**src/rtl/csw_pkg.sv**
```systemverilog
package csw_pkg;

  // ****************************************
  // clock sources and fields
  // ****************************************
  localparam int SRC_W = 3;
  localparam int DIV_W = 4;
  localparam int FRQ_W = 4;
  localparam int SRC_COUNT = 6;
  typedef logic [SRC_W-1:0] csw_src_t;
  typedef logic [DIV_W-1:0] csw_div_t;
  typedef logic [FRQ_W-1:0] csw_frq_t;

  localparam csw_src_t SRC_EXT = 3'h0;
  localparam csw_src_t SRC_FAST = 3'h1;
  localparam csw_src_t SRC_SLOW = 3'h2;
  localparam csw_src_t SRC_SECONDARY = 3'h3;
  localparam csw_src_t SRC_EXT_PLL4 = 3'h4;
  localparam csw_src_t SRC_FAST_PLL2 = 3'h5;

  localparam csw_src_t SRC_RESET = SRC_FAST;
  localparam csw_div_t DIV_RESET = 4'h0;
  localparam csw_frq_t FRQ_RESET = 4'h0;

  // ****************************************
  // register map
  // ****************************************
  localparam logic [7:0] ADR_WORD_MASK = 8'hFC;
  localparam logic [7:0] REG_REQ = 8'h00;
  localparam logic [7:0] REG_CTRL = 8'h04;
  localparam logic [7:0] REG_STAT = 8'h08;
  localparam logic [7:0] REG_FLAG = 8'h0C;
  localparam logic [7:0] REG_FREQ = 8'h10;

  localparam int REQ_SRC_LSB = 0;
  localparam int REQ_DIV_LSB = 4;
  localparam int CTL_HOLD = 0;
  localparam int CTL_IE = 1;
  localparam int CTL_REDUCED_CPU_RATE_MODE = 2;
  localparam int ST_SRC_LSB = 0;
  localparam int ST_DIV_LSB = 4;
  localparam int ST_NEW_RDY = 8;
  localparam int ST_OSC_RDY = 9;
  localparam int ST_FRDY = 10;
  localparam int ST_MRDY = 11;
  localparam int FLAG_SW = 0;

  // ****************************************
  // timing
  // ****************************************
  localparam int CLK_PERIOD_NS = 8;
  localparam int SETTLE_NS = 1000;
  localparam int SETTLE_CYC = (SETTLE_NS + CLK_PERIOD_NS - 1) / CLK_PERIOD_NS;
  localparam int SETTLE_W = 8;
  localparam logic [SETTLE_W-1:0] SETTLE_LAST = SETTLE_W'(SETTLE_CYC - 1);

  // ****************************************
  // types
  // ****************************************
  typedef enum logic [4:0] {
    ST_IDLE = 5'h01,
    ST_WAIT = 5'h02,
    ST_READY = 5'h04,
    ST_GATE = 5'h08,
    ST_SWAP = 5'h10
  } csw_state_e;

  typedef struct packed {
    logic cyc;
    logic stb;
    logic we;
    logic [7:0] adr;
    logic [3:0] sel;
    logic [31:0] dat;
  } csw_wb_req_s;

  typedef struct packed {
    logic wr;
    logic [7:0] adr;
    logic [3:0] sel;
    logic [31:0] dat;
  } csw_reg_wr_s;

endpackage

```
**src/rtl/csw_wb_slave.sv**
```systemverilog
`timescale 1ns/1ps
module csw_wb_slave (
  input wire logic clk,
  input wire logic rst_n,
  input csw_pkg::csw_wb_req_s req,
  input wire logic [31:0] rdata,
  output logic ack,
  output logic [31:0] dat,
  output csw_pkg::csw_reg_wr_s wr
);

  logic ack_q;
  logic [31:0] dat_q;

  // ****************************************
  // one wait state, ack for one cycle
  // ****************************************
  always_ff @(posedge clk or negedge rst_n) begin
    if (!rst_n) begin
      ack_q <= 1'b0;
    end else begin
      ack_q <= req.cyc && req.stb && !ack_q;
    end
  end

  always_ff @(posedge clk or negedge rst_n) begin
    if (!rst_n) begin
      dat_q <= 32'h00000000;
    end else if (req.cyc && req.stb && !ack_q) begin
      dat_q <= rdata;
    end
  end

  // write lands on the edge where the master sees ack
  assign wr.wr = req.cyc && req.stb && req.we && ack_q;
  assign wr.adr = req.adr;
  assign wr.sel = req.sel;
  assign wr.dat = req.dat;
  assign ack = ack_q;
  assign dat = dat_q;

endmodule

```
**src/rtl/csw_ready_filter.sv**
```systemverilog
`timescale 1ns/1ps
module csw_ready_filter (
  input wire logic clk,
  input wire logic rst_n,
  input wire logic restart,
  input wire logic lock,
  output logic ready
);

  logic [csw_pkg::SETTLE_W-1:0] cnt_q;
  logic ready_q;

  // ****************************************
  // settle count after each frequency load
  // ****************************************
  always_ff @(posedge clk or negedge rst_n) begin
    if (!rst_n) begin
      cnt_q <= '0;
      ready_q <= 1'b0;
    end else if (restart) begin
      cnt_q <= '0;
      ready_q <= 1'b0;
    end else if (!ready_q) begin
      if (!lock) begin
        cnt_q <= '0;
      end else if (cnt_q == csw_pkg::SETTLE_LAST) begin
        ready_q <= 1'b1;
      end else begin
        cnt_q <= cnt_q + 8'h01;
      end
    end
  end

  assign ready = ready_q;

endmodule

```
**src/rtl/csw_switch_ctrl.sv**
```systemverilog
`timescale 1ns/1ps
module csw_switch_ctrl (
  input wire logic SYS_CLK,
  input wire logic NRST,
  input wire logic WB_CYC_I,
  input wire logic WB_STB_I,
  input wire logic WB_WE_I,
  input wire logic [7:0] WB_ADR_I,
  input wire logic [3:0] WB_SEL_I,
  input wire logic [31:0] WB_DAT_I,
  output logic [31:0] WB_DAT_O,
  output logic WB_ACK_O,
  input wire logic [5:0] OSC_STABLE,
  input wire logic FAST_LOCK,
  input wire logic MID_LOCK,
  input wire logic CPU_CYCLE,
  input wire logic SLEEP_REQ,
  output logic SLEEP_ACK,
  output logic [2:0] SRC_SEL,
  output logic [3:0] DIV_SEL,
  output logic [3:0] FREQ_SEL,
  output logic CLK_GATE_EN,
  output logic MID_CLK_STALL,
  output logic SWITCH_IRQ
);

  // ****************************************
  // decode helpers
  // ****************************************
  function automatic logic hit(input logic [7:0] adr, input logic [7:0] off);
    return (adr & csw_pkg::ADR_WORD_MASK) == off;
  endfunction

  function automatic logic src_ready(input csw_pkg::csw_src_t src, input logic [5:0] stable);
    return (int'(src) < csw_pkg::SRC_COUNT) && stable[src];
  endfunction

  csw_pkg::csw_wb_req_s bus_req;
  csw_pkg::csw_reg_wr_s wr;
  logic [31:0] rdata;
  logic wr_req;
  logic wr_ctrl;
  logic wr_flag;
  logic wr_freq;
  logic wr_req_ok;
  logic match_cur;
  logic rdy_now;
  logic ready_evt;
  csw_pkg::csw_src_t new_src;
  csw_pkg::csw_div_t new_div;
  csw_pkg::csw_src_t req_src_q;
  csw_pkg::csw_div_t req_div_q;
  csw_pkg::csw_src_t cur_src_q;
  csw_pkg::csw_div_t cur_div_q;
  csw_pkg::csw_frq_t freq_q;
  csw_pkg::csw_state_e state_q;
  logic hold_q;
  logic ie_q;
  logic reduced_cpu_rate_mode_q;
  logic flag_q;
  logic new_rdy_q;
  logic gate_q;
  logic sleep_q;
  logic [1:0] lock_vec;
  logic [1:0] rdy_vec;

  // ****************************************
  // bus slave
  // ****************************************
  assign bus_req.cyc = WB_CYC_I;
  assign bus_req.stb = WB_STB_I;
  assign bus_req.we = WB_WE_I;
  assign bus_req.adr = WB_ADR_I;
  assign bus_req.sel = WB_SEL_I;
  assign bus_req.dat = WB_DAT_I;

  csw_wb_slave u_slave (
    .clk(SYS_CLK),
    .rst_n(NRST),
    .req(bus_req),
    .rdata(rdata),
    .ack(WB_ACK_O),
    .dat(WB_DAT_O),
    .wr(wr)
  );

  assign wr_req = wr.wr && wr.sel[0] && hit(wr.adr, csw_pkg::REG_REQ);
  assign wr_ctrl = wr.wr && wr.sel[0] && hit(wr.adr, csw_pkg::REG_CTRL);
  assign wr_flag = wr.wr && wr.sel[0] && hit(wr.adr, csw_pkg::REG_FLAG);
  assign wr_freq = wr.wr && wr.sel[0] && hit(wr.adr, csw_pkg::REG_FREQ);

  // request writes are refused while the mux is being swapped
  assign wr_req_ok = wr_req && (state_q inside {csw_pkg::ST_IDLE, csw_pkg::ST_WAIT, csw_pkg::ST_READY});
  assign new_src = wr.dat[csw_pkg::REQ_SRC_LSB +: csw_pkg::SRC_W];
  assign new_div = wr.dat[csw_pkg::REQ_DIV_LSB +: csw_pkg::DIV_W];
  assign match_cur = (new_src == cur_src_q) && (new_div == cur_div_q);

  always_comb begin
    rdata = 32'h00000000;
    if (hit(WB_ADR_I, csw_pkg::REG_REQ)) begin
      rdata[csw_pkg::REQ_SRC_LSB +: csw_pkg::SRC_W] = req_src_q;
      rdata[csw_pkg::REQ_DIV_LSB +: csw_pkg::DIV_W] = req_div_q;
    end else if (hit(WB_ADR_I, csw_pkg::REG_CTRL)) begin
      rdata[csw_pkg::CTL_HOLD] = hold_q;
      rdata[csw_pkg::CTL_IE] = ie_q;
      rdata[csw_pkg::CTL_REDUCED_CPU_RATE_MODE] = reduced_cpu_rate_mode_q;
    end else if (hit(WB_ADR_I, csw_pkg::REG_STAT)) begin
      rdata[csw_pkg::ST_SRC_LSB +: csw_pkg::SRC_W] = cur_src_q;
      rdata[csw_pkg::ST_DIV_LSB +: csw_pkg::DIV_W] = cur_div_q;
      rdata[csw_pkg::ST_NEW_RDY] = new_rdy_q;
      rdata[csw_pkg::ST_OSC_RDY] = new_rdy_q || (state_q == csw_pkg::ST_IDLE);
      rdata[csw_pkg::ST_FRDY] = rdy_vec[0];
      rdata[csw_pkg::ST_MRDY] = rdy_vec[1];
    end else if (hit(WB_ADR_I, csw_pkg::REG_FLAG)) begin
      rdata[csw_pkg::FLAG_SW] = flag_q;
    end else if (hit(WB_ADR_I, csw_pkg::REG_FREQ)) begin
      rdata[csw_pkg::FRQ_W-1:0] = freq_q;
    end
  end

  // ****************************************
  // software registers
  // ****************************************
  always_ff @(posedge SYS_CLK or negedge NRST) begin
    if (!NRST) begin
      req_src_q <= csw_pkg::SRC_RESET;
      req_div_q <= csw_pkg::DIV_RESET;
    end else if (wr_req_ok) begin
      req_src_q <= new_src;
      req_div_q <= new_div;
    end
  end

  always_ff @(posedge SYS_CLK or negedge NRST) begin
    if (!NRST) begin
      hold_q <= 1'b0;
      ie_q <= 1'b0;
      reduced_cpu_rate_mode_q <= 1'b0;
    end else if (wr_ctrl) begin
      hold_q <= wr.dat[csw_pkg::CTL_HOLD];
      ie_q <= wr.dat[csw_pkg::CTL_IE];
      reduced_cpu_rate_mode_q <= wr.dat[csw_pkg::CTL_REDUCED_CPU_RATE_MODE];
    end
  end

  always_ff @(posedge SYS_CLK or negedge NRST) begin
    if (!NRST) begin
      freq_q <= csw_pkg::FRQ_RESET;
    end else if (wr_freq) begin
      freq_q <= wr.dat[csw_pkg::FRQ_W-1:0];
    end
  end

  // ****************************************
  // internal oscillator ready flags
  // ****************************************
  assign lock_vec = {MID_LOCK, FAST_LOCK};

  for (genvar g = 0; g < 2; g++) begin : g_int_rdy
    csw_ready_filter u_filt (
      .clk(SYS_CLK),
      .rst_n(NRST),
      .restart(wr_freq),
      .lock(lock_vec[g]),
      .ready(rdy_vec[g])
    );
  end

  assign MID_CLK_STALL = !rdy_vec[0];

  // ****************************************
  // switch sequencer
  // ****************************************
  assign rdy_now = (req_src_q == cur_src_q) || src_ready(req_src_q, OSC_STABLE);
  assign ready_evt = (state_q == csw_pkg::ST_WAIT) && !wr_req_ok && rdy_now;

  always_ff @(posedge SYS_CLK or negedge NRST) begin
    if (!NRST) begin
      state_q <= csw_pkg::ST_IDLE;
    end else begin
      case (state_q)
        csw_pkg::ST_IDLE: begin
          if (wr_req_ok && !match_cur) begin
            state_q <= csw_pkg::ST_WAIT;
          end
        end
        csw_pkg::ST_WAIT: begin
          if (wr_req_ok && match_cur) begin
            state_q <= csw_pkg::ST_IDLE;
          end else if (ready_evt) begin
            state_q <= csw_pkg::ST_READY;
          end
        end
        csw_pkg::ST_READY: begin
          if (wr_req_ok && match_cur) begin
            state_q <= csw_pkg::ST_IDLE;
          end else if (wr_req_ok) begin
            state_q <= csw_pkg::ST_WAIT;
          end else if (!hold_q && (reduced_cpu_rate_mode_q || CPU_CYCLE)) begin
            state_q <= csw_pkg::ST_GATE;
          end
        end
        csw_pkg::ST_GATE: begin
          state_q <= csw_pkg::ST_SWAP;
        end
        csw_pkg::ST_SWAP: begin
          state_q <= csw_pkg::ST_IDLE;
        end
        default: begin
          state_q <= csw_pkg::ST_IDLE;
        end
      endcase
    end
  end

  // gate off before the select moves, back on a cycle after
  always_ff @(posedge SYS_CLK or negedge NRST) begin
    if (!NRST) begin
      gate_q <= 1'b1;
    end else if (state_q == csw_pkg::ST_READY && !wr_req_ok && !hold_q && (reduced_cpu_rate_mode_q || CPU_CYCLE)) begin
      gate_q <= 1'b0;
    end else if (state_q == csw_pkg::ST_SWAP) begin
      gate_q <= 1'b1;
    end
  end

  always_ff @(posedge SYS_CLK or negedge NRST) begin
    if (!NRST) begin
      cur_src_q <= csw_pkg::SRC_RESET;
      cur_div_q <= csw_pkg::DIV_RESET;
    end else if (state_q == csw_pkg::ST_GATE) begin
      cur_src_q <= req_src_q;
      cur_div_q <= req_div_q;
    end
  end

  always_ff @(posedge SYS_CLK or negedge NRST) begin
    if (!NRST) begin
      new_rdy_q <= 1'b0;
    end else if (ready_evt) begin
      new_rdy_q <= 1'b1;
    end else if (wr_req_ok || state_q == csw_pkg::ST_SWAP) begin
      new_rdy_q <= 1'b0;
    end
  end

  // set beats a same-cycle write-one clear
  always_ff @(posedge SYS_CLK or negedge NRST) begin
    if (!NRST) begin
      flag_q <= 1'b0;
    end else if (ready_evt) begin
      flag_q <= 1'b1;
    end else if (wr_flag && wr.dat[csw_pkg::FLAG_SW]) begin
      flag_q <= 1'b0;
    end
  end

  always_ff @(posedge SYS_CLK or negedge NRST) begin
    if (!NRST) begin
      sleep_q <= 1'b0;
    end else begin
      sleep_q <= SLEEP_REQ;
    end
  end

  assign SWITCH_IRQ = flag_q && ie_q;
  assign SLEEP_ACK = sleep_q;
  assign SRC_SEL = cur_src_q;
  assign DIV_SEL = cur_div_q;
  assign FREQ_SEL = freq_q;
  assign CLK_GATE_EN = gate_q;
endmodule

```
**config.mk**
```make
export PLATFORM = sky130hd
export DESIGN_NAME = csw_switch_ctrl
export DESIGN_NICKNAME = d
export VERILOG_FILES = /design/src/rtl/csw_pkg.sv /design/src/rtl/csw_wb_slave.sv /design/src/rtl/csw_ready_filter.sv /design/src/rtl/csw_switch_ctrl.sv
export SDC_FILE = /design/constraint.sdc
export NUM_CORES = 1
export LEC_CHECK = 0
export BUFFER_PORTS_ARGS = -buffer_cell sky130_fd_sc_hd__buf_4
export CORE_MARGIN = 5
export CORE_UTILIZATION = 60
export CTS_BUF_LIST = sky130_fd_sc_hd__clkbuf_2 sky130_fd_sc_hd__clkbuf_4 sky130_fd_sc_hd__clkbuf_8
export CTS_CLUSTER_SIZE = 30
export DETAILED_ROUTE_END_ITERATION = 8
export PLACE_DENSITY_LB_ADDON = 0.12
export SLEW_MARGIN = 40
export SYNTH_ARGS = -nofsm -noshare
export SYNTH_HDL_FRONTEND = slang
export SYNTH_HIERARCHICAL = 1
export SYNTH_SLANG_ARGS = --single-unit
export TNS_END_PERCENT = 20
```
**constraint.sdc**
```tcl
create_clock -name SYS_CLK -period 4.6 [get_ports SYS_CLK]
set_input_delay 0.46 -clock SYS_CLK [delete_from_list [all_inputs] [get_ports SYS_CLK]]
set_output_delay 0.46 -clock SYS_CLK [all_outputs]
set_load 0.1 [all_outputs]
```
# ---- Yosys cells after proc, flatten, opt, wreduce, memory -nomap -nowiden
# Cells that the tools add are included.
dict set report totals {
  reg_bits 61
  latch_bits 0
  ram_bits 0
  rom_bits 0
  input_bits 59
  word_cells 126
  n_memories 0
}
dict set report classes {
  add_sub_neg 2
  n_mul 0
  n_div 0
  order_cmp 2
  eq_ne 21
  shifts 0
  mux 43
  bitwise 0
  reduce_logical 39
}
# op count
set ops {}
lappend ops {{$mux W8} 9}
lappend ops {{$mux W5} 6}
lappend ops {{$logic_and A1 B1 Y1} 22}
lappend ops {{$pmux W5 S4} 1}
lappend ops {{$mux W1} 18}
lappend ops {{$add A8 B1 Y8 const B} 2}
lappend ops {{$eq A8 B7 Y1 const B} 2}
lappend ops {{$eq A6 B2 Y1 const B} 2}
lappend ops {{$mux W3} 4}
lappend ops {{$mux W4} 3}
lappend ops {{$mux W9} 1}
lappend ops {{$logic_not A8 Y1} 1}
lappend ops {{$eq A3 B3 Y1} 2}
lappend ops {{$eq A6 B1 Y1 const B} 1}
lappend ops {{$eq A6 B3 Y1 const B} 1}
lappend ops {{$ne A3 B2 Y1 const B} 2}
lappend ops {{$reduce_bool A2 Y1} 3}
lappend ops {{$eq A5 B1 Y1 const B} 1}
lappend ops {{$eq A5 B2 Y1 const B} 1}
lappend ops {{$eq A5 B3 Y1 const B} 1}
lappend ops {{$eq A5 B4 Y1 const B} 1}
lappend ops {{$eq A5 B5 Y1 const B} 1}
lappend ops {{$logic_not A1 Y1} 5}
lappend ops {{$eq A4 B4 Y1} 1}
lappend ops {{other kinds (11)} 16}

# ---- Depth between registers and ports, before layout
dict set report logic_depth {
  ltp_word 12
  ltp_mapped 8
  ltp_nobuf 7
}

# ---- By module
# The synthesis kept the hierarchy.
# mod n_inst cells_per_inst area_per_inst_um2 seq_area_each_um2
set modules_own_cells {}
lappend modules_own_cells {csw_switch_ctrl 1 162 1724.2 755.7}
lappend modules_own_cells {csw_wb_slave 1 115 1691.6 825.8}
lappend modules_own_cells {csw_ready_filter 2 58 540.5 225.2}

# ---- Worst setup path after synthesis
# No wires, ideal clock.
dict set report synth_timing {
  path_kind {register -> register}
  startpoint {register u_slave.ack_q, in the netlist u_slave/ack}
  endpoint {register hold_q}
  setup_time_ns 0.125
  arrival_time_ns 2.432
  setup_slack_ns 2.043
  path_stages_with_launch 6
  n_path_buf 0
  path_cell_list {dfrtp_1 > and4_1 > nand2_1 > or4_1 > nor4b_2 > mux2_2}
}
# element line_no
set synth_rtl {}
lappend synth_rtl {{start: declaration} csw_wb_slave.sv:12} ;# logic ack_q;
lappend synth_rtl {{start signal: assignment} csw_wb_slave.sv:22} ;# ack_q <= req.cyc && req.stb && !ack_q;
lappend synth_rtl {{end signal: assignment} csw_switch_ctrl.sv:140} ;# hold_q <= wr.dat[csw_pkg::CTL_HOLD];
lappend synth_rtl {{end: declaration} csw_switch_ctrl.sv:57} ;# logic hold_q;

# ---- Final worst setup path
dict set report layout_timing {
  startpoint {input WB_ADR_I[3]}
  endpoint {register g_int_rdy[1].u_filt/cnt_q[1] (netlist bit)}
}
dict set report layout_via {
  elab_chain_len 4
  word_cells_on_any_way 6
}
# element line_no
set layout_lines {}
lappend layout_lines {{start: declaration} csw_switch_ctrl.sv:8} ;# input wire logic [7:0] WB_ADR_I,
lappend layout_lines {{$eq A6 B3 Y1 (*)} csw_switch_ctrl.sv:31} ;# return (adr & csw_pkg::ADR_WORD_MASK) == off;
lappend layout_lines {{$logic_and A1 B1 Y1 (*)} csw_switch_ctrl.sv:90} ;# assign wr_freq = wr.wr && wr.sel[0] && hit(wr.adr, csw_pkg::REG_FREQ);
lappend layout_lines {{named net wr_freq} csw_switch_ctrl.sv:44} ;# logic wr_freq;
lappend layout_lines {{$ne A3 B3 Y1 (no source line) or $ne A2 B2 Y1 (tied branches)} --}
lappend layout_lines {{$reduce_and A2 Y1 (no source line)} --}
lappend layout_lines {{end signal: assignment} csw_ready_filter.sv:29} ;# cnt_q <= cnt_q + 8'h01;
lappend layout_lines {{end: declaration} csw_ready_filter.sv:10} ;# logic [csw_pkg::SETTLE_W-1:0] cnt_q;
# Mark *: on every way through the listed nets, which the timed path passes. The rest lies on a longest branch.
# A chain may end at the register's enable or synchronous reset.

==> summary.md <==
| Metric | Value |
|---|---|
| Clock latency at the later pin of the worst-skew pair | `around 0.35 ns` |
| Storage cell area | `~2000 um^2` |
| Reg2reg setup slack | `about 2.4 ns` |
| CTS tree | `yes` |
| Antenna Nets Post-Route | `0` |
| Hold_ws | `-0.00122 ns` |
| Setup CP Type | `in2reg` |
| Final std cells w/o fill | `~550` |
| Setup crit start | `WB_ADR_I[3]` |
| Global route overflow | `0` |
| Hold_buf cts | `0` |
| Post-CTS Resized | `0` |
| Gr usage total | `between 20% and 30%` |
| CORE AREA | `~7000 um^2` |
| Worst-case reg-to-reg path depth | `7` |
| Pwr dens | `about 350 nW/um^2` |
| Final Hold Viols | `7` |
| Design Area, Final | `approximately 5000 um^2` |
| Initial Utilization | `a little over 60%` |
| Reg clk slew, reported paths | `roughly 0.080 ns` |
| Worst EP arrival | `2.46 ns` |
| Global-route wire length before repair | `between 15 and 20 mm` |
| Unrepaired setup endpoints after global routing | `false` |
| Worst Tran Pin Value | `0.717 ns` |
| Full die area | `approximately 8900 um^2` |
| Area post-placement | `4840 um^2` |
| Port Buffer Count | `77` |
| Leak | `~2.5 nW` |
| Post-synthesis cell area | `about 4300 um^2` |
| Vias in the first global route | `around 3200` |
| Slew HR | `51.7%` |
| DRC Markers | `0` |
| Reg-to-reg critical path endpoint | `g_int_rdy[1].u_filt/cnt_q[1]$_DFFE_PN0P_` |
| Placed insts | `~530` |
| Root buffer cell | `clkbuf_8` |
| Worst Setup End Kind | `flop` |
| Num rows | `30` |
| CTS Sinks | `between 80 and 90` |
| Max VDD drop | `0.273 mV` |
| Number of antenna violations at the first check in global routing | `0` |
| CP Launch Type | `primary input` |
| Die Wd | `~94 um` |
| Pin count of the biggest net entering global routing | `82` |
| Crit path required time | `4.80 ns` |
| Final Util | `approximately 74%` |
| N_diodes | `0` |
| Via-to-Cell Ratio | `5.61` |
| DRT iter0 DRCs | `approximately 110` |
| Worst-case clock buffer depth | `2` |
| NumNets Final | `around 500` |
| Setup bufs post-CTS | `0` |
| Cells after synthesis | `approximately 360` |
| Share of layout cells above drive strength 1 | `a little over a third` |
| Die Y | `~94 um` |
| IO Count | `roughly 110` |
| First-pass DRT Iterations | `4` |
| Setup TNS | `0 ns` |
| Endpoints failing setup | `0` |
| FILL cells | `~520` |
| Routability Congestion | `between 0.8 and 0.9` |
| Worst-path fanout max | `22` |
| Final period utilization | `between 40% and 50%` |
| Hold/Removal Path Class | `in2async` |
| Status | `complete, but fails checks` |
| Area of the multi-input gates | `2070 um^2` |
| Routed vias | `3056` |
| Final Slew Violations | `0` |
| Highest clock rate | `approximately 440 MHz` |
| RR Startpoint | `u_slave/ack$_DFF_PN0_` |
| Setup Skew | `roughly 0.0099 ns` |
| Wire per inst | `approximately 16 um` |
| Violated checks | `hold timing` |
| Routed wire length | `between 8 and 9 mm` |
| CTS H-Tree Depth | `3` |
| Synth-to-layout area growth | `18.6%` |
| Total CTS buffers | `9` |
| Max-capacitance violation count | `0` |
| Syn avg cell area | `between 10 and 15 um^2` |
| HPWL Detailed | `6.29 mm` |
| Post-route minimum period | `approximately 2.3 ns` |
| Synth warnings | `6` |
## critical path, stage by stage
cell	delay (ns)
buf_4	0.19
or4_4	0.57
nor3_1	0.17
nand2_1	0.21
inv_1	0.56
or4b_1	0.22
o31ai_1	0.06
## report_power, final
part / total (mW) / internal, mW / leakage (nW) / switching, mW
registers: 0.775 / 0.750 / 1.06 / 0.0252
logic: 0.441 / 0.120 / 1.36 / 0.321
clock network: 0.538 / 0.279 / 0.104 / 0.258
total: 1.75 / 1.15 / 2.53 / 0.605
## layout by cell type, fill, tap and decap left out, types with 3 or more instances in the layout
cell / instances
dfrtp_1: 77
buf_4: 76
mux2_4: 36
nand2_1: 27
nor2_1: 20
conb_1: 20
a21oi_1: 13
mux2_2: 13
inv_1: 12
a31oi_1: 10
nand3_1: 10
clkbuf_8: 10
o21ai_0: 9
mux2i_1: 8
nor3_1: 8
xnor2_1: 7
o211ai_1: 7
and3_1: 5
or4_1: 5
dfstp_2: 4
nor2b_1: 4
and2_1: 4
xor2_1: 4
o31ai_1: 4
ha_1: 4
nand3b_1: 3
nor4_1: 3
nor3b_1: 3
nand4b_1: 3
and4_1: 3
## area by class of cell
type                       instances  area share (%)
sequential                        81            40.0
inverter                          12           0.888
clock inverter                     4            1.01
timing repair buffer              78            11.9
clock buffer                      12            3.01
multi-input combinational        262            40.8
tap                               96            2.37
## sequential cells by signal (all words and copies together), names as in the netlist
register / flops
g_int_rdy.u_filt/cnt_q: 16
flag_q: 1
u_slave/ack: 1
CLK_GATE_EN: 1
SRC_SEL: 3
req_src_q: 3
hold_q: 1
g_int_rdy.u_filt/ready: 2
new_rdy_q: 1
reduced_cpu_rate_mode_q: 1
u_slave/dat: 32
SLEEP_ACK: 1
ie_q: 1
state_q: 5
FREQ_SEL: 4
DIV_SEL: 4
req_div_q: 4
## per-layer routing
layer | track usage, % | share of wire, %
met5 | 0 | 0
met2 | 34.0 | 46
met4 | 7.93 | 1.9
met1 | 28.4 | 46
met3 | 5.90 | 6.1
## worst max path at each step
stage | depth (start not counted) | to | slack (ns)
finish | 7 | g_int_rdy[1].u_filt/cnt_q[1]$_DFFE_PN0P_ | 2.34
global route | 7 | g_int_rdy[0].u_filt/cnt_q[1]$_DFFE_PN0P_ | 2.19
CTS | 7 | g_int_rdy[1].u_filt/cnt_q[1]$_DFFE_PN0P_ | 2.36
detailed placement | 7 | g_int_rdy[0].u_filt/cnt_q[1]$_DFFE_PN0P_ | 2.02
global placement | 7 | g_int_rdy[1].u_filt/cnt_q[1]$_DFFE_PN0P_ | 2.06
floorplan | 5 | hold_q$_DFFE_PN0P_ | 2.04
## stage by stage
step | total power, mW | setup slack [ns] | hold slack (ns)
floorplan | 1.13 | 2.04 | 0.164
detailed placement | 1.23 | 2.02 | 0.457
global route | 1.82 | 2.19 | 0.0109
finish | 1.75 | 2.34 | -0.00122
CTS | 1.77 | 2.36 | 0.175
global placement | 1.22 | 2.06 | 0.453
Note: power is estimated with default switching activity, not from simulation.
